===== config.mk =====
export PLATFORM = sky130hd
export DESIGN_NAME = dicr_top
export DESIGN_NICKNAME = d
export VERILOG_FILES = /design/src/core/dicr_pkg.sv /design/src/core/dicr_sampler.sv /design/src/core/dicr_router.sv /design/src/core/dicr_top.sv
export SDC_FILE = /design/constraint.sdc
export NUM_CORES = 1
export LEC_CHECK = 0
export BUFFER_PORTS_ARGS = -buffer_cell sky130_fd_sc_hd__buf_2
export CORE_MARGIN = 2
export CORE_UTILIZATION = 65
export CTS_BUF_LIST = sky130_fd_sc_hd__clkbuf_8 sky130_fd_sc_hd__clkbuf_16
export DETAILED_ROUTE_END_ITERATION = 8
export PLACE_DENSITY = 0.88
export SLEW_MARGIN = 25
export SYNTH_ARGS = -nofsm -noshare
export SYNTH_HDL_FRONTEND = slang
export SYNTH_SLANG_ARGS = --single-unit

===== constraint.sdc =====
create_clock -name clk_i -period 6.55 [get_ports clk_i]
set_input_delay 0.655 -clock clk_i [delete_from_list [all_inputs] [get_ports clk_i]]
set_output_delay 0.655 -clock clk_i [all_outputs]
set_load 0.005 [all_outputs]

===== src/core/dicr_pkg.sv =====
package dicr_pkg;
  localparam int unsigned DICR_NUM_INPUTS = 5;
  localparam int unsigned DICR_NUM_ROUTES = 32;
  localparam int unsigned DICR_CLK_HZ = 40000000;
  localparam int unsigned DICR_SAMPLE_MS = 1;
  localparam int unsigned DICR_SAMPLE_CYCLES = DICR_CLK_HZ / 1000 * DICR_SAMPLE_MS;

  // Register byte offsets
  localparam logic [11:0] DICR_SUMMARY_OFS = 12'h000;
  localparam logic [11:0] DICR_SFEN_OFS = 12'h004;
  localparam logic [11:0] DICR_INV_OFS = 12'h008;
  localparam logic [11:0] DICR_FEN_OFS = 12'h00C;
  localparam logic [11:0] DICR_FVAL_OFS = 12'h010;
  localparam logic [11:0] DICR_RAW_OFS = 12'h014;
  localparam logic [11:0] DICR_THR_OFS = 12'h018;
  localparam logic [11:0] DICR_RTEN_OFS = 12'h01C;
  localparam logic [11:0] DICR_STATUS_OFS = 12'h020;
  localparam logic [11:0] DICR_TABLE_OFS = 12'h100;
  localparam logic [11:0] DICR_TABLE_END = 12'h17C;

  // Summary special-function bit positions and level-bit base
  localparam int unsigned DICR_SF_NEG_LIM = 0;
  localparam int unsigned DICR_SF_POS_LIM = 1;
  localparam int unsigned DICR_SF_HOME = 2;
  localparam int unsigned DICR_SF_INTERLOCK = 3;
  localparam int unsigned DICR_LEVEL_BASE = 16;

  // Routing source codes
  localparam logic [7:0] DICR_SRC_ZERO = 8'h00;
  localparam logic [7:0] DICR_SRC_PHYS_LAST = 8'h10;
  localparam logic [7:0] DICR_SRC_HALL_U = 8'h41;
  localparam logic [7:0] DICR_SRC_USB = 8'h47;
  localparam logic [7:0] DICR_SRC_INV_BIT = 8'h80;

  localparam logic [31:0] DICR_REG_RESET = 32'h0000_0000;
endpackage


===== src/core/dicr_sampler.sv =====
`timescale 1ns/100ps
module dicr_sampler (
  input wire logic clk_i,
  input wire logic reset_n_i,
  input wire logic [4:0] pin_i,
  output logic tick_o,
  output logic [4:0] sample_o
);
  typedef struct packed {
    logic [4:0] s1;
    logic [4:0] s2;
    logic [4:0] smp;
    logic [15:0] cnt;
    logic tick;
  } dicr_smp_s;
  dicr_smp_s st_q;
  dicr_smp_s st_d;

  always_comb begin
    st_d = st_q;
    st_d.s1 = pin_i;
    st_d.s2 = st_q.s1;
    st_d.tick = 1'b0;
    if (st_q.cnt == 16'(dicr_pkg::DICR_SAMPLE_CYCLES - 1)) begin
      st_d.cnt = 16'h0000;
      st_d.tick = 1'b1;
      // Only one sample a millisecond; shorter blips are missed
      st_d.smp = st_q.s2;
    end else begin
      st_d.cnt = st_q.cnt + 16'h0001;
    end
  end

  always_ff @(posedge clk_i or negedge reset_n_i) begin
    if (!reset_n_i) begin
      st_q <= '0;
    end else begin
      st_q <= st_d;
    end
  end

  assign tick_o = st_q.tick;
  assign sample_o = st_q.smp;

  tick_period_a: assert property (
    @(posedge clk_i) disable iff (!reset_n_i)
    st_q.tick |-> ##1 !st_q.tick [*8])
    else $error("sample tick too frequent");
  sample_hold_a: assert property (
    @(posedge clk_i) disable iff (!reset_n_i)
    !st_q.tick |-> $stable(st_q.smp))
    else $error("sample changed between ticks");
endmodule


===== src/core/dicr_router.sv =====
`timescale 1ns/100ps
module dicr_router (
  input wire logic [7:0] code_i,
  input wire logic [15:0] phys_i,
  input wire logic [6:0] aux_i,
  output logic bit_o
);
  logic base;
  logic [6:0] low;

  always_comb begin
    low = code_i[6:0];
    base = 1'b0;
    // Source decode, bit 7 inverts
    if (low != 7'h00 && low <= dicr_pkg::DICR_SRC_PHYS_LAST[6:0]) begin
      base = phys_i[4'(low - 7'h01)];
    end else if (low >= dicr_pkg::DICR_SRC_HALL_U[6:0] && low <= dicr_pkg::DICR_SRC_USB[6:0]) begin
      base = aux_i[3'(low - dicr_pkg::DICR_SRC_HALL_U[6:0])];
    end
    bit_o = base ^ code_i[7];
  end
endmodule


===== src/core/dicr_top.sv =====
// The APB interface to the registers and the register addresses were left to the implementer.
`timescale 1ns/100ps
// How it works
// - Special and level summary bits for inputs 1-3, level bit only for inputs 4-5
// - Level bit 15+n follows input n while routing is off
// - Sample once per millisecond, ignore shorter pulses
// - Special enable gates bits 0-2 only while routing is off; its bit 3 enables the interlock fault
// - Bits 0-3: neg limit, pos limit, home, interlock
// - Inversion bit selects normally-closed logic
// - Inversion skipped for step clock/direction use
// - Force enable replaces sampled input value
// - Force value supplies forced input level
// - Raw register shows unmodified input states
// - Threshold bit picks 5 V or 24 V
// - Inputs 1-3 carry limit and home functions
// - Routing enable switches to table selection
// - Enabling routing preloads table with inputs 1-5 at entries 0-4 and 16-20
// - Table entry k drives summary bit k
// - Source codes: zero, physical, hall, encoder, USB
// - Code 80 is one; C-range inverts sources
// - Interlock low raises error and fault reaction
// - Bit 0 neg limit, bit 16 input 1 level
module dicr_top (
  input wire logic clk_i,
  input wire logic reset_n_i,
  input wire logic psel_i,
  input wire logic penable_i,
  input wire logic pwrite_i,
  input wire logic [11:0] paddr_i,
  input wire logic [31:0] pwdata_i,
  output logic [31:0] prdata_o,
  output logic pready_o,
  output logic pslverr_o,
  input wire logic [4:0] pin_i,
  input wire logic [6:0] aux_i,
  input wire logic step_mode_i,
  output logic [4:0] thr_24v_o,
  output logic neg_limit_o,
  output logic pos_limit_o,
  output logic home_o,
  output logic interlock_fault_o
);
  typedef struct packed {
    logic [31:0] summary;
    logic [31:0] sfen;
    logic [31:0] inv;
    logic [31:0] fen;
    logic [31:0] fval;
    logic [31:0] thr;
    logic [7:0] rten;
    logic fault;
    logic [31:0] rdata;
    logic [31:0][7:0] table_e;
  } dicr_state_s;

  dicr_state_s st_q;
  dicr_state_s st_d;
  logic tick;
  logic [4:0] sample;
  logic [6:0] aux_s1;
  logic [6:0] aux_s2;
  logic [4:0] level;
  logic [31:0] fixed_word;
  logic [31:0] routed_word;
  logic [15:0] phys_vec;
  logic wr_en;
  logic rd_en;
  logic mapped;
  logic [4:0] tbl_idx;

  dicr_sampler u_sampler (
    .clk_i(clk_i),
    .reset_n_i(reset_n_i),
    .pin_i(pin_i),
    .tick_o(tick),
    .sample_o(sample)
  );

  always_ff @(posedge clk_i or negedge reset_n_i) begin
    if (!reset_n_i) begin
      aux_s1 <= 7'h00;
      aux_s2 <= 7'h00;
    end else begin
      aux_s1 <= aux_i;
      aux_s2 <= aux_s1;
    end
  end
  // Default table: inputs 1-5 at entries 0-4 and 16-20, others zero
  function automatic logic [7:0] preload(input int unsigned k);
    if (k < dicr_pkg::DICR_NUM_INPUTS) begin
      preload = 8'(k + 1);
    end else if (k >= dicr_pkg::DICR_LEVEL_BASE && k < dicr_pkg::DICR_LEVEL_BASE + dicr_pkg::DICR_NUM_INPUTS) begin
      preload = 8'(k - dicr_pkg::DICR_LEVEL_BASE + 1);
    end else begin
      preload = dicr_pkg::DICR_SRC_ZERO;
    end
  endfunction

  always_comb begin
    for (int i = 0; i < 5; i++) begin
      // Force first, then inversion unless used for stepping
      level[i] = (st_q.fen[i] ? st_q.fval[i] : sample[i]) ^
                 (st_q.inv[i] && !(step_mode_i && i < 2));
    end
  end

  assign phys_vec = {11'h000, level};

  always_comb begin
    fixed_word = 32'h0000_0000;
    for (int i = 0; i < 5; i++) begin
      fixed_word[dicr_pkg::DICR_LEVEL_BASE + i] = level[i];
    end
    // Only inputs 1-3 have special functions, gated by enable
    fixed_word[dicr_pkg::DICR_SF_NEG_LIM] = level[0] & st_q.sfen[dicr_pkg::DICR_SF_NEG_LIM] & !step_mode_i;
    fixed_word[dicr_pkg::DICR_SF_POS_LIM] = level[1] & st_q.sfen[dicr_pkg::DICR_SF_POS_LIM] & !step_mode_i;
    fixed_word[dicr_pkg::DICR_SF_HOME] = level[2] & st_q.sfen[dicr_pkg::DICR_SF_HOME];
  end

  genvar g;
  generate
    for (g = 0; g < 32; g++) begin : g_route
      dicr_router u_router (
        .code_i(st_q.table_e[g]),
        .phys_i(phys_vec),
        .aux_i(aux_s2),
        .bit_o(routed_word[g])
      );
    end
  endgenerate

  assign wr_en = psel_i && penable_i && pwrite_i;
  assign rd_en = psel_i && !penable_i && !pwrite_i;
  assign tbl_idx = paddr_i[6:2];

  always_comb begin
    mapped = 1'b1;
    case (paddr_i)
      dicr_pkg::DICR_SUMMARY_OFS, dicr_pkg::DICR_SFEN_OFS, dicr_pkg::DICR_INV_OFS,
      dicr_pkg::DICR_FEN_OFS, dicr_pkg::DICR_FVAL_OFS, dicr_pkg::DICR_RAW_OFS,
      dicr_pkg::DICR_THR_OFS, dicr_pkg::DICR_RTEN_OFS, dicr_pkg::DICR_STATUS_OFS: mapped = 1'b1;
      default: mapped = (paddr_i >= dicr_pkg::DICR_TABLE_OFS) && (paddr_i <= dicr_pkg::DICR_TABLE_END)
                        && (paddr_i[1:0] == 2'b00);
    endcase
  end

  always_comb begin
    st_d = st_q;
    if (tick) begin
      st_d.summary = st_q.rten[0] ? routed_word : fixed_word;
    end
    // Interlock only acts when its enable is set
    st_d.fault = st_q.sfen[dicr_pkg::DICR_SF_INTERLOCK] && !st_q.summary[dicr_pkg::DICR_SF_INTERLOCK];
    if (rd_en) begin
      case (paddr_i)
        dicr_pkg::DICR_SUMMARY_OFS: st_d.rdata = st_q.summary;
        dicr_pkg::DICR_SFEN_OFS: st_d.rdata = st_q.sfen;
        dicr_pkg::DICR_INV_OFS: st_d.rdata = st_q.inv;
        dicr_pkg::DICR_FEN_OFS: st_d.rdata = st_q.fen;
        dicr_pkg::DICR_FVAL_OFS: st_d.rdata = st_q.fval;
        dicr_pkg::DICR_RAW_OFS: st_d.rdata = {27'h0000000, sample};
        dicr_pkg::DICR_THR_OFS: st_d.rdata = st_q.thr;
        dicr_pkg::DICR_RTEN_OFS: st_d.rdata = {24'h000000, st_q.rten};
        dicr_pkg::DICR_STATUS_OFS: st_d.rdata = {31'h00000000, st_q.fault};
        default: st_d.rdata = mapped ? {24'h000000, st_q.table_e[tbl_idx]} : 32'h0000_0000;
      endcase
    end
    if (wr_en && mapped) begin
      case (paddr_i)
        dicr_pkg::DICR_SFEN_OFS: st_d.sfen = pwdata_i;
        dicr_pkg::DICR_INV_OFS: st_d.inv = pwdata_i;
        dicr_pkg::DICR_FEN_OFS: st_d.fen = pwdata_i;
        dicr_pkg::DICR_FVAL_OFS: st_d.fval = pwdata_i;
        dicr_pkg::DICR_THR_OFS: st_d.thr = pwdata_i;
        dicr_pkg::DICR_RTEN_OFS: begin
          st_d.rten = pwdata_i[7:0];
          if (pwdata_i[0] && !st_q.rten[0]) begin
            for (int k = 0; k < 32; k++) begin
              st_d.table_e[k] = preload(k);
            end
          end
        end
        dicr_pkg::DICR_SUMMARY_OFS, dicr_pkg::DICR_RAW_OFS, dicr_pkg::DICR_STATUS_OFS: begin
        end
        default: st_d.table_e[tbl_idx] = pwdata_i[7:0];
      endcase
    end
  end

  always_ff @(posedge clk_i or negedge reset_n_i) begin
    if (!reset_n_i) begin
      st_q <= '0;
    end else begin
      st_q <= st_d;
    end
  end

  assign prdata_o = st_q.rdata;
  assign pready_o = 1'b1;
  assign pslverr_o = psel_i && penable_i && !mapped;
  assign thr_24v_o = st_q.thr[4:0];
  assign neg_limit_o = st_q.summary[dicr_pkg::DICR_SF_NEG_LIM];
  assign pos_limit_o = st_q.summary[dicr_pkg::DICR_SF_POS_LIM];
  assign home_o = st_q.summary[dicr_pkg::DICR_SF_HOME];
  assign interlock_fault_o = st_q.fault;

  interlock_err_a: assert property (
    @(posedge clk_i) disable iff (!reset_n_i)
    (st_q.sfen[3] && !st_q.summary[3]) |=> interlock_fault_o)
    else $error("interlock fault missing");

  no_fault_a: assert property (
    @(posedge clk_i) disable iff (!reset_n_i)
    !st_q.sfen[3] |=> !interlock_fault_o)
    else $error("fault while interlock off");

  status_read_a: assert property (
    @(posedge clk_i) disable iff (!reset_n_i)
    (rd_en && paddr_i == dicr_pkg::DICR_STATUS_OFS) |=> prdata_o == {31'h00000000, $past(st_q.fault)})
    else $error("status read wrong");

  level_bit_a: assert property (
    @(posedge clk_i) disable iff (!reset_n_i)
    (tick && !st_q.rten[0]) |=> st_q.summary[16] == $past(level[0]))
    else $error("level bit wrong");

  upper_level_a: assert property (
    @(posedge clk_i) disable iff (!reset_n_i)
    (tick && !st_q.rten[0]) |=> st_q.summary[31:16] == {11'h000, $past(level)})
    else $error("level half wrong");

  sf_gate_a: assert property (
    @(posedge clk_i) disable iff (!reset_n_i)
    (tick && !st_q.rten[0] && !st_q.sfen[1]) |=> !st_q.summary[1])
    else $error("pos limit not gated");

  sf_pass_a: assert property (
    @(posedge clk_i) disable iff (!reset_n_i)
    (tick && !st_q.rten[0] && st_q.sfen[2]) |=> st_q.summary[2] == $past(level[2]))
    else $error("home bit wrong");

  fixed_spare_a: assert property (
    @(posedge clk_i) disable iff (!reset_n_i)
    (tick && !st_q.rten[0]) |=> st_q.summary[15:3] == 13'h0000)
    else $error("spare special bit set");

  step_gate_a: assert property (
    @(posedge clk_i) disable iff (!reset_n_i)
    step_mode_i |-> fixed_word[1:0] == 2'b00)
    else $error("limit bit in step mode");

  step_skip_a: assert property (
    @(posedge clk_i) disable iff (!reset_n_i)
    (step_mode_i && st_q.fen[1:0] == 2'b00) |-> level[1:0] == sample[1:0])
    else $error("step input inverted");

  force_value_a: assert property (
    @(posedge clk_i) disable iff (!reset_n_i)
    (st_q.fen[3] && !st_q.inv[3]) |-> level[3] == st_q.fval[3])
    else $error("force ignored");

  force_inv_a: assert property (
    @(posedge clk_i) disable iff (!reset_n_i)
    (st_q.fen[4] && st_q.inv[4]) |-> level[4] == !st_q.fval[4])
    else $error("forced value not inverted");

  invert_a: assert property (
    @(posedge clk_i) disable iff (!reset_n_i)
    (st_q.inv[1] && !st_q.fen[1] && !step_mode_i) |-> level[1] == !sample[1])
    else $error("inversion wrong");

  raw_read_a: assert property (
    @(posedge clk_i) disable iff (!reset_n_i)
    (rd_en && paddr_i == dicr_pkg::DICR_RAW_OFS) |=> prdata_o == {27'h0000000, $past(sample)})
    else $error("raw read wrong");

  thr_write_a: assert property (
    @(posedge clk_i) disable iff (!reset_n_i)
    (wr_en && paddr_i == dicr_pkg::DICR_THR_OFS) |=> thr_24v_o == $past(pwdata_i[4:0]))
    else $error("threshold not applied");

  sfen_write_a: assert property (
    @(posedge clk_i) disable iff (!reset_n_i)
    (wr_en && paddr_i == dicr_pkg::DICR_SFEN_OFS) |=> st_q.sfen == $past(pwdata_i))
    else $error("special enable not written");

  preload_a: assert property (
    @(posedge clk_i) disable iff (!reset_n_i)
    (wr_en && paddr_i == dicr_pkg::DICR_RTEN_OFS && pwdata_i[0] && !st_q.rten[0])
    |=> st_q.table_e[16] == 8'h01)
    else $error("preload missing");

  preload_level_a: assert property (
    @(posedge clk_i) disable iff (!reset_n_i)
    (wr_en && paddr_i == dicr_pkg::DICR_RTEN_OFS && pwdata_i[0] && !st_q.rten[0])
    |=> st_q.table_e[4] == 8'h05 && st_q.table_e[20] == 8'h05 && st_q.table_e[5] == 8'h00)
    else $error("preload table wrong");

  table_write_a: assert property (
    @(posedge clk_i) disable iff (!reset_n_i)
    (wr_en && paddr_i == dicr_pkg::DICR_TABLE_OFS) |=> st_q.table_e[0] == $past(pwdata_i[7:0]))
    else $error("table entry not written");

  table_read_a: assert property (
    @(posedge clk_i) disable iff (!reset_n_i)
    (rd_en && paddr_i == dicr_pkg::DICR_TABLE_END) |=> prdata_o == {24'h000000, $past(st_q.table_e[31])})
    else $error("table read wrong");

  route_phys_a: assert property (
    @(posedge clk_i) disable iff (!reset_n_i)
    (tick && st_q.rten[0] && st_q.table_e[0] == 8'h01) |=> st_q.summary[0] == $past(level[0]))
    else $error("routed input wrong");

  route_zero_a: assert property (
    @(posedge clk_i) disable iff (!reset_n_i)
    (tick && st_q.rten[0] && st_q.table_e[6] == 8'h00) |=> !st_q.summary[6])
    else $error("const zero wrong");

  route_aux_a: assert property (
    @(posedge clk_i) disable iff (!reset_n_i)
    (tick && st_q.rten[0] && st_q.table_e[5] == 8'h47) |=> st_q.summary[5] == $past(aux_s2[6]))
    else $error("routed power signal wrong");

  routed_a: assert property (
    @(posedge clk_i) disable iff (!reset_n_i)
    (tick && st_q.rten[0] && st_q.table_e[1] == 8'h80) |=> st_q.summary[1])
    else $error("const one wrong");

  route_inv_a: assert property (
    @(posedge clk_i) disable iff (!reset_n_i)
    (tick && st_q.rten[0] && st_q.table_e[16] == 8'h81) |=> st_q.summary[16] != $past(level[0]))
    else $error("inverted source wrong");

  summary_hold_a: assert property (
    @(posedge clk_i) disable iff (!reset_n_i)
    !tick |=> $stable(st_q.summary))
    else $error("summary changed between ticks");

  cov_fault_c: cover property (@(posedge clk_i) disable iff (!reset_n_i) $rose(interlock_fault_o));
  cov_route_c: cover property (@(posedge clk_i) disable iff (!reset_n_i) $rose(st_q.rten[0]));
  cov_force_c: cover property (@(posedge clk_i) disable iff (!reset_n_i) tick && st_q.fen[4]);
  cov_step_c: cover property (@(posedge clk_i) disable iff (!reset_n_i) tick && step_mode_i);
  cov_inv_route_c: cover property (@(posedge clk_i) disable iff (!reset_n_i) tick && st_q.rten[0] && st_q.table_e[31][7]);
endmodule


# Word level (Yosys, flattened, before mapping)
# Index checks and enable logic that the tools add are counted.
[totals]
reg_bits = 535
in_bits = 62
output_inout_bits = 43
elab_cells = 666
[op_classes]
add_sub_neg = 65
n_lt_le_gt_ge = 164
n_eq_ne = 10
mux = 210
bitwise_logic = 43
reduce_logical = 126
[op_table]
columns = ["op", "count"]
rows = [
  ["case mux 256 bit (2 select lines)", 1],
  ["case mux 32 bit (9 select lines)", 1],
  ["bitwise mux 256 bit", 1],
  ["2-to-1 mux 256 bit", 1],
  [">= comparator 7 bit, second input constant", 32],
  ["less-or-equal comparator 7 x 5 -> 1 bit, second input constant", 32],
  ["less-or-equal comparator 7 bit, second input constant", 32],
  ["nonzero test 7 bit", 32],
  ["< comparator 4 x 5 -> 1 bit, second input constant", 32],
  ["2-to-1 mux 1 bit", 135],
  ["binary-select mux 1 bit (select 4 bit)", 32],
  ["< comparator 3 x 4 -> 1 bit, second input constant", 32],
  ["subtractor 4 x 1 -> 4 bit, second input constant", 32],
  ["binary-select mux 1 bit (select 3 bit)", 32],
  ["subtractor 3 x 1 -> 3 bit, second input constant", 32],
  ["logical AND 1 bit", 77],
  ["== test 12 x 5 -> 1 bit, second input constant", 4],
  ["binary-select mux 8 bit (select 5 bit)", 1],
  ["demux 8 bit (select 5 bit)", 1],
  ["bitwise XOR 1 bit", 37],
  ["2-to-1 mux 32 bit", 1],
  ["== test 12 x 4 -> 1 bit, second input constant", 2],
  ["2-to-1 mux 8 bit", 3],
  ["adder 16 x 1 -> 16 bit, second input constant", 1],
  ["18 further kinds", 32],
]

# Depth between registers and ports, before layout
# Gate-level depths: netlist (run 1).
[depth]
word_depth = 8
depth_mapped = 11

# Cells and area by module
# Synthesis (run 1) repeated with hierarchy kept, for this count alone.
[unflattened]
hier_cells = 3282
area_unflattened_um2 = 37283.3
[by_module_without_submodules]
columns = ["mod", "instances", "cells_each", "area_each_um2", "seq_area_each_um2"]
rows = [
  ["dicr_top", 1, 2029, 23005.8, 12587.1],
  ["dicr_router", 32, 36, 406.6, 0.0],
  ["dicr_sampler", 1, 101, 1265.0, 800.8],
]

# Worst setup path after synthesis (run 1)
# Ideal clock, no wire load.
[synth_path]
kind = "input to register"
from = "input paddr_i[2]"
to = "register st_q[395] (netlist name)"
t_arrival_ps = 2539
path_slack_ps = 3886
cell_stages = 9
n_path_buf = 3
path_cell_list = "buf_2 -> or2_1 -> buf_2 -> o21a_1 -> or3_1 -> nand2b_4 -> nor2_4 -> buf_6 -> mux2_2"
[synth_via]
elab_chain_cells = 6
[synth_rtl]
columns = ["element", "line", "text"]
rows = [
  ["start: declaration", "dicr_top.sv:29", "input wire logic [11:0] paddr_i,"],
  [">= comparator 12 x 9 -> 1 bit / less-or-equal comparator 12 x 9 -> 1 bit (equally long branches)", "dicr_top.sv:142", "default: mapped = (paddr_i >= dicr_pkg::DICR_TABLE_OFS) && (paddr_i <= dicr_pkg::DICR_TABLE_END)"],
  ["logical AND 1 bit", "dicr_top.sv:142", ""],
  ["logical AND 1 bit", "dicr_top.sv:143", "&& (paddr_i[1:0] == 2'b00);"],
  ["2-to-1 mux 1 bit", "dicr_top.sv:138", "case (paddr_i)"],
  ["logical AND 1 bit", "dicr_top.sv:168", "if (wr_en && mapped) begin"],
  ["AND reduction 2 bit (no line) (*)", "n/a", ""],
  ["end signal: assignment", "dicr_top.sv:194", "st_q <= st_d;"],
  ["end: declaration", "dicr_top.sv:56", "dicr_state_s st_q;"],
]
# Every way passes the cells marked *; elsewhere a longest branch is shown, timed or not.
# A chain may end at the register's enable or synchronous reset.

# Worst setup path after layout (run 1)
[layout_path]
from = "input paddr_i[4]"
to = "register st_q[72] (netlist name)"
[layout_via]
elab_chain_cells = 6
[layout_rtl]
columns = ["element", "line", "text"]
rows = [
  ["< comparator 5 x 6 -> 1 bit (implied by the code), or another cell as far along", "dicr_top.sv:185", "default: st_d.table_e[tbl_idx] = pwdata_i[7:0];"],
  ["logical AND 1 bit, on equally long branches", "dicr_top.sv:185, dicr_top.sv:142", ""],
  ["2-to-1 mux 8 bit (implied by the code) / logical AND 1 bit (equally long branches)", "dicr_top.sv:185, dicr_top.sv:143", ""],
  ["demux 8 bit (select 5 bit) / 2-to-1 mux 1 bit (equally long branches)", "dicr_top.sv:185, dicr_top.sv:138", ""],
  ["bitwise mux 256 bit / logical AND 1 bit (equally long branches)", "dicr_top.sv:185, dicr_top.sv:168", ""],
  ["case mux 256 bit (2 select lines) / AND reduction 3 bit (equally long branches)", "n/a", ""],
]
# Parallel ways exist; a longest one is shown, timed or not.

==> results of run 1 <==
worst register-to-register path: stages, from the launching register on:
cell and delay (ps):
dfrtp_1 800, inv_1 320, and3_1 280, o21ai_2 120, buf_4 360, nor2_4 130
nand2_1 850, o21ai_0 300
stage by stage:
step	cell area [µm²]	cells
final	34400	3700
after global routing	34400	3700
after CTS	34300	3699
after detailed placement	32600	3604
after global placement	32500	3600
after floorplan	32000	3036
final timing paths:
check / from / endpoint / cells after the start
hold / removal: reset_n_i / thr_24v_o[2] / 1
setup reg to reg: st_q[289] / st_q[72] / 7
setup / recovery: paddr_i[4] / st_q[72] / 9
hold reg to reg: aux_s1[0] / aux_s2[0] / 0
max in group asynchronous: reset_n_i / st_q[255] / 3
min in group clk_i: pin_i[3] / u_sampler.st_d[25] / 1
cell usage after synthesis (35+ instances only):
cell	number
dfrtp_1	535
xor2_1	75
nand2_1	283
buf_4	42
o22ai_1	35
mux2i_1	69
a22oi_1	105
nor3_1	55
clkbuf_1	143
a21o_1	46
a21oi_1	57
mux2_2	175
a22o_1	38
nor2_1	116
a31oi_1	87
o21ai_0	225
inv_1	148
ha_1	129
nand3_1	41
mux4_2	103
flip-flops by register name, indices dropped and copies added, names as in the netlist:
name                flops
u_sampler.st_q         21
interlock_fault_o       1
neg_limit_o             1
u_sampler.sample_o      5
st_q                  448
prdata_o               32
thr_24v_o               5
u_sampler.st_d          5
pos_limit_o             1
u_sampler.tick_o        1
aux_s1                  7
aux_s2                  7
home_o                  1
power groups by stage:
stage                     clock network, mW  logic [mW]  registers (mW)
after global placement                    0       0.303            3.38
after CTS                              3.02       0.316            3.32
after detailed placement                  0       0.314            3.38
after floorplan                           0       0.146            3.38
after global routing                   3.16       0.348            3.32
final                                  3.04       0.331            3.32
layout make-up:
class	count	area (µm²)	area share, %
multi-input combinational	2117	17000	49.3
clock inverter	28	198	0.575
timing repair buffer	141	937	2.73
tap	664	831	2.42
clock buffer	67	1520	4.42
sequential	535	13400	38.9
inverter	148	556	1.62
logic make-up after synthesis:
| logic type | synth area share (%) |
|---|---|
| AO/OA/AOI/OAI | 16.3 |
| XOR/XNOR | 2.71 |
| adder cells (fa/ha/maj) | 5.05 |
| buffers and inverters | 5.49 |
| flip-flops | 41.9 |
| multiplexers | 16.6 |
| other | 0.0117 |
| AND/OR/NAND/NOR | 12.0 |
metal layers:
metal / vias to the layer above / routed length (µm)
met5: - / 12
met4: 2 / 7280
met3: 585 / 13900
met2: 2267 / 45700
met1: 13423 / 35400
li1: 11154 / -
==> flow_results.xml, run 1 <==
<?xml version="1.0" encoding="UTF-8"?>
<metrics>
  <group name="global_route">
    <metric name="antenna_found_initial" unit="">2</metric>
    <metric name="grt_use_met1" unit="%">49.9</metric>
    <metric name="grt_use_total" unit="%">40.2</metric>
    <metric name="gr-usage-met3" unit="%">12.0</metric>
    <metric name="met2_usage" unit="%">61.1</metric>
    <metric name="grt_busiest_layer" unit="">met2</metric>
    <metric name="first_global_vias" unit="">27236</metric>
    <metric name="grt_max_degree" unit="">186</metric>
    <metric name="global_route_wire_length_before_repair" unit="µm">157000</metric>
    <metric name="overflow" unit="">0</metric>
  </group>
  <group name="final_layout">
    <metric name="commonest_cells_after_routing_fill_and_taps_aside" unit="">dfrtp_1 (535), nand2_1 (283), o21ai_0 (225)</metric>
    <metric name="layout.nets" unit="">3186</metric>
    <metric name="post_route_cells_drive_above_1_share" unit="%">18.1</metric>
    <metric name="final_util" unit="%">70.5</metric>
    <metric name="syn2layout_area_growth" unit="%">7.47</metric>
    <metric name="antenna_cells_inserted" unit="">0</metric>
    <metric name="layout.cells.most_common" unit="">dfrtp_1</metric>
    <metric name="fill_cells" unit="">3145</metric>
  </group>
  <group name="timing">
    <metric name="timing.max_slew.rel_slack" unit="%">27.1</metric>
    <metric name="period_share" unit="%">57.4</metric>
    <metric name="setup_violations" unit="">0</metric>
    <metric name="timing.final.ws_setup" unit="ps">2790</metric>
    <metric name="final.min_clock_period" unit="ps">3760</metric>
    <metric name="timing.clock.skew" unit="ps">22.5</metric>
    <metric name="rsz0062_at_grt" unit="">no</metric>
    <metric name="finalMaxSlewViolations" unit="">0</metric>
    <metric name="tns" unit="ps">0</metric>
    <metric name="timing_worst_slew_pin_value" unit="ps">1090</metric>
    <metric name="finalHoldViolations" unit="">0</metric>
    <metric name="hold_slack" unit="ps">55.6</metric>
    <metric name="achievable-frequency" unit="MHz">266</metric>
  </group>
  <group name="floorplan">
    <metric name="die-height" unit="µm">226</metric>
    <metric name="die_w" unit="µm">226</metric>
    <metric name="start_util" unit="%">65.6</metric>
    <metric name="floorplan.rows" unit="">81</metric>
    <metric name="boundaryPins" unit="">105</metric>
    <metric name="design.core.area" unit="mm²">0.0487</metric>
    <metric name="die-area" unit="mm²">0.0510</metric>
  </group>
  <group name="clock_tree">
    <metric name="cts-root-buf" unit="">clkbuf_16</metric>
    <metric name="cts_htree_levels" unit="">2</metric>
    <metric name="cts_tree" unit="">yes</metric>
    <metric name="cts_num_sinks" unit="">535</metric>
    <metric name="clkSlewWorstSetupHoldPaths" unit="ps">60</metric>
    <metric name="clkLatencyLatePin" unit="ps">610</metric>
    <metric name="cts_buffer_depth" unit="">3</metric>
    <metric name="cts-buffers-inserted" unit="">52</metric>
    <metric name="cts-hold-fix-buffers" unit="">0</metric>
    <metric name="cts_setup_buffers" unit="">0</metric>
    <metric name="ctsResizeCount" unit="">0</metric>
  </group>
  <group name="logic_synthesis">
    <metric name="synth_area_leader_cell" unit="">dfrtp_1</metric>
    <metric name="synth.avg_cell_area" unit="µm²">10.5</metric>
    <metric name="yosys.cell_types.count" unit="">85</metric>
    <metric name="synthDominantCellAreaShare" unit="%">41.9</metric>
    <metric name="async_flop_share" unit="%">100</metric>
    <metric name="area_contributors_post_synth" unit="">dfrtp_1 (42%), mux4_2 (7.3%), mux2_2 (6.2%), ha_1 (5.0%), o21ai_0 (3.5%)</metric>
    <metric name="synth_area" unit="mm²">0.0320</metric>
    <metric name="synthesis.nets" unit="">3227</metric>
    <metric name="seq_area_frac_synth" unit="%">41.9</metric>
    <metric name="synthCells" unit="">3036</metric>
    <metric name="count_of_flip_flops_with_a_built_in_enable_after_synthesis" unit="">0</metric>
    <metric name="synth_ff_type" unit="">dfrtp_1</metric>
    <metric name="postSynthRegisterBits" unit="">535</metric>
    <metric name="yosysWarnings" unit="">0</metric>
  </group>
  <group name="pwr">
    <metric name="cellLeakagePower" unit="nW">15.1</metric>
    <metric name="relative_contribution_of_sequential_cells_to_total_power" unit="%">49.7</metric>
    <metric name="sw_frac_of_total" unit="%">23.6</metric>
    <metric name="power.density_cell_area" unit="mW/mm²">195</metric>
    <metric name="irDropWorstVdd" unit="mV">0.239</metric>
    <metric name="combinationalPowerShare" unit="%">4.9</metric>
    <metric name="netSwitchingPower" unit="mW">1.58</metric>
    <metric name="design_power_total" unit="mW">6.69</metric>
    <metric name="internal_power" unit="mW">5.11</metric>
    <metric name="clkPwrFrac" unit="%">45.4</metric>
  </group>
  <group name="setup_path">
    <metric name="critical_path_class" unit="">input port to flop</metric>
    <metric name="timing.critical_path.max_delay_family" unit="">simple AND/OR/NAND/NOR gates</metric>
    <metric name="worst_setup_path_end_kind" unit="">flop</metric>
    <metric name="required_time_of_the_worst_setup_path" unit="ps">7020</metric>
    <metric name="crit_path_cell_trace" unit="">buf_2 &gt; nand2b_1 &gt; nor3_4 &gt; and3_1 &gt; o21ai_2 &gt; buf_4 &gt; nor2_4 &gt; nand2_1 &gt; o21ai_0</metric>
    <metric name="cp_num_buf_inv" unit="">2</metric>
    <metric name="critical-path-max-stage-delay" unit="ps">690</metric>
    <metric name="critPathSlowestCell" unit="">nand2_1</metric>
    <metric name="timing.critical_path.arrival" unit="ps">4230</metric>
    <metric name="critical_path_source_type" unit="">input port</metric>
    <metric name="critical_path_maximum_fanout" unit="">30</metric>
    <metric name="setup.reg_to_reg.worst_slack" unit="ps">3200</metric>
  </group>
  <group name="min_path">
    <metric name="hp-class" unit="">input port to async pin</metric>
  </group>
  <group name="run">
    <metric name="max-cap-violations" unit="">0</metric>
  </group>
  <group name="placement">
    <metric name="gp_congestion" unit="">1.02</metric>
    <metric name="place_worst_setup_slack" unit="ps">2570</metric>
    <metric name="io_buffer_count" unit="">103</metric>
    <metric name="hpwl" unit="µm">64900</metric>
  </group>
  <group name="detailed_routing">
    <metric name="final_antenna_net_count" unit="">0</metric>
    <metric name="route.detailed.drc" unit="">0</metric>
    <metric name="route.vias.total" unit="">27431</metric>
    <metric name="postRouteWirelength" unit="µm">102000</metric>
    <metric name="drtPass1Iterations" unit="">7</metric>
    <metric name="avgRoutedWirePerCell" unit="µm">27.7</metric>
    <metric name="drt_iter0_drc" unit="">4232</metric>
    <metric name="post_drt_via_cell_ratio" unit="">7.41</metric>
  </group>
  <group name="run_status">
    <metric name="outcome" unit="">finished clean</metric>
  </group>
</metrics>
No activity file was read; power rests on OpenSTA's default activity.
==> inputs of run 2 (changes only) <==
CORE_UTILIZATION = 63   (was 65)
PLACE_DENSITY = 0.86   (was 0.88)
clock period = 3.8 ns   (was 6.55 ns; I/O delays follow)
==> run 2 against run 1 <==
  * Utilization shrank 0.52 points
  * Clock power grew 92%
  * Sequential power grew 73%
  * Sequential share of layout area shrank 0.82 points
  * Global-route usage shrank 0.80 points
  * First-iteration DRC count shrank 16%
  * Non-clock buffer count grew 58
  * Setup slack lost 2100 ps
  * Register-to-register slack lost 2600 ps
  * Critical path depth shrank 1
  * Largest cell class unchanged
==> flow_results.xml, run 2 (synthesis results as in run 1) <==
<?xml version="1.0" encoding="UTF-8"?>
<metrics>
  <group name="run_status">
    <metric name="outcome" unit="">finished clean</metric>
  </group>
  <group name="floorplan">
    <metric name="boundaryPins" unit="">105</metric>
    <metric name="floorplan.rows" unit="">82</metric>
    <metric name="design.core.area" unit="mm²">0.0502</metric>
    <metric name="die-height" unit="µm">229</metric>
    <metric name="die_w" unit="µm">229</metric>
    <metric name="start_util" unit="%">63.8</metric>
    <metric name="die-area" unit="mm²">0.0526</metric>
  </group>
  <group name="clock_tree">
    <metric name="cts_tree" unit="">yes</metric>
    <metric name="clkLatencyLatePin" unit="ps">650</metric>
    <metric name="cts_htree_levels" unit="">2</metric>
    <metric name="cts-buffers-inserted" unit="">55</metric>
    <metric name="clkSlewWorstSetupHoldPaths" unit="ps">60</metric>
    <metric name="cts_buffer_depth" unit="">3</metric>
    <metric name="cts-root-buf" unit="">clkbuf_16</metric>
    <metric name="cts_num_sinks" unit="">535</metric>
    <metric name="ctsResizeCount" unit="">0</metric>
  </group>
  <group name="final_layout">
    <metric name="antenna_cells_inserted" unit="">0</metric>
    <metric name="commonest_cells_after_routing_fill_and_taps_aside" unit="">dfrtp_1 (535), nand2_1 (282), o21ai_0 (225)</metric>
    <metric name="final_util" unit="%">70.0</metric>
    <metric name="largest-register" unit="">st_q</metric>
    <metric name="syn2layout_area_growth" unit="%">9.79</metric>
    <metric name="post_route_cells_drive_above_1_share" unit="%">19.4</metric>
    <metric name="largest_register_ffs" unit="">448</metric>
    <metric name="layout.cells.most_common" unit="">dfrtp_1</metric>
    <metric name="layout.nets" unit="">3247</metric>
  </group>
  <group name="setup_path">
    <metric name="critical_path_maximum_fanout" unit="">16</metric>
    <metric name="critical_path_class" unit="">flop to flop</metric>
    <metric name="critical-path-max-stage-delay" unit="ps">530</metric>
    <metric name="crit_path_cell_trace" unit="">mux2i_1 &gt; xnor2_4 &gt; buf_4 &gt; mux4_1 &gt; or2_0 &gt; a31oi_1 &gt; xor2_1 &gt; o22ai_1</metric>
    <metric name="critical_path_source_type" unit="">flop</metric>
    <metric name="timing.critical_path.arrival" unit="ps">3630</metric>
    <metric name="required_time_of_the_worst_setup_path" unit="ps">4280</metric>
    <metric name="worst_setup_path_end_kind" unit="">flop</metric>
    <metric name="critPathSlowestCell" unit="">mux4_1</metric>
  </group>
  <group name="global_route">
    <metric name="first_global_vias" unit="">27039</metric>
    <metric name="grt_max_degree" unit="">108</metric>
    <metric name="grt_use_total" unit="%">39.4</metric>
    <metric name="antenna_found_initial" unit="">11</metric>
    <metric name="overflow" unit="">0</metric>
    <metric name="global_route_wire_length_before_repair" unit="µm">159000</metric>
  </group>
  <group name="placement">
    <metric name="io_buffer_count" unit="">103</metric>
    <metric name="place_worst_setup_slack" unit="ps">629</metric>
    <metric name="gp_congestion" unit="">1.02</metric>
    <metric name="hpwl" unit="µm">68700</metric>
  </group>
  <group name="pwr">
    <metric name="cellLeakagePower" unit="nW">15.5</metric>
    <metric name="power.density_cell_area" unit="mW/mm²">347</metric>
    <metric name="irDropWorstVdd" unit="mV">0.332</metric>
  </group>
  <group name="timing">
    <metric name="setup_violations" unit="">0</metric>
    <metric name="period_share" unit="%">83.0</metric>
    <metric name="finalMaxSlewViolations" unit="">0</metric>
    <metric name="timing.clock.skew" unit="ps">18.4</metric>
    <metric name="finalHoldViolations" unit="">0</metric>
    <metric name="achievable-frequency" unit="MHz">317</metric>
    <metric name="tns" unit="ps">0</metric>
    <metric name="timing_worst_slew_pin_value" unit="ps">1100</metric>
    <metric name="timing.max_slew.rel_slack" unit="%">26.1</metric>
    <metric name="timing.final.ws_setup" unit="ps">647</metric>
    <metric name="final.min_clock_period" unit="ps">3150</metric>
    <metric name="rsz0062_at_grt" unit="">no</metric>
  </group>
  <group name="detailed_routing">
    <metric name="drt_iter0_drc" unit="">3556</metric>
    <metric name="route.detailed.drc" unit="">0</metric>
    <metric name="route.vias.total" unit="">27252</metric>
    <metric name="post_drt_via_cell_ratio" unit="">7.22</metric>
    <metric name="drtPass1Iterations" unit="">7</metric>
    <metric name="postRouteWirelength" unit="µm">104000</metric>
    <metric name="avgRoutedWirePerCell" unit="µm">27.5</metric>
    <metric name="final_antenna_net_count" unit="">0</metric>
  </group>
  <group name="min_path">
    <metric name="hp-class" unit="">input port to flop</metric>
  </group>
  <group name="run">
    <metric name="max-cap-violations" unit="">0</metric>
  </group>
</metrics>
[run 2: routing by layer]
layer  wire, µm  up-vias  part of all wire (%)  GRT usage (%)
met1      36700    13283                    35           49.7
li1           -    11253                     -              -
met4       7290       18                   7.0           23.6
met5        125        -                  0.12              0
met3      13800      549                    13           11.8
met2      46000     2149                    44           60.3
[run 2: layout make-up]
class                           instances  area, µm²
Fill cell                            3403      15100
Timing Repair Buffer                  199       1430
Tap cell                              672        841
Multi-Input combinational cell       2117      16900
Clock inverter                         35        427
Inverter                              148        556
Clock buffer                           66       1540
Sequential cell                       535      13400
[run 2: path summary, 6_finish.rpt]
check,endpoint,slack (ps),startpoint,cells past startpoint
setup / recovery,st_q[460],650,st_q[363],8
setup reg to reg,st_q[460],650,st_q[363],8
max in group asynchronous,st_q[221],2290,reset_n_i,3
hold / removal,st_q[385],30,pwdata_i[24],2
hold reg to reg,aux_s2[6],340,aux_s1[6],0
min in group asynchronous,u_sampler.st_q[8],410,reset_n_i,2
[run 2: through the flow]
step / area [µm²] / hold slack [ps] / std cells / power (mW)
2_1_floorplan: 32000 / 84.4 / 3036 / 6.08
3_3_place_gp: 33000 / 336 / 3658 / 6.38
3_5_place_dp: 33000 / 336 / 3658 / 6.40
4_1_cts: 35100 / 18.9 / 3772 / 12.2
5_1_grt: 35100 / 28.4 / 3772 / 12.5
6_report: 35100 / 28.3 / 3772 / 12.2
[run 2: critical path: cells and delay by family, from the launching register on]
family | cells | cell delay (ps)
xor+xnor | 2 | 530
simple gates | 1 | 230
mux | 2 | 1040
compound gates | 2 | 460
flops | 1 | 390
buf+inv | 1 | 330
[run 2: power by group]
part | internal, mW | switching, mW
clock network | 3.43 | 2.42
registers | 5.71 | 0.0333
logic | 0.181 | 0.399
[run 2: timing repair]
action	in CTS	in global routing
buffers inserted	0	0
hold buffers	13	0
endpoints found under the hold margin	111	0
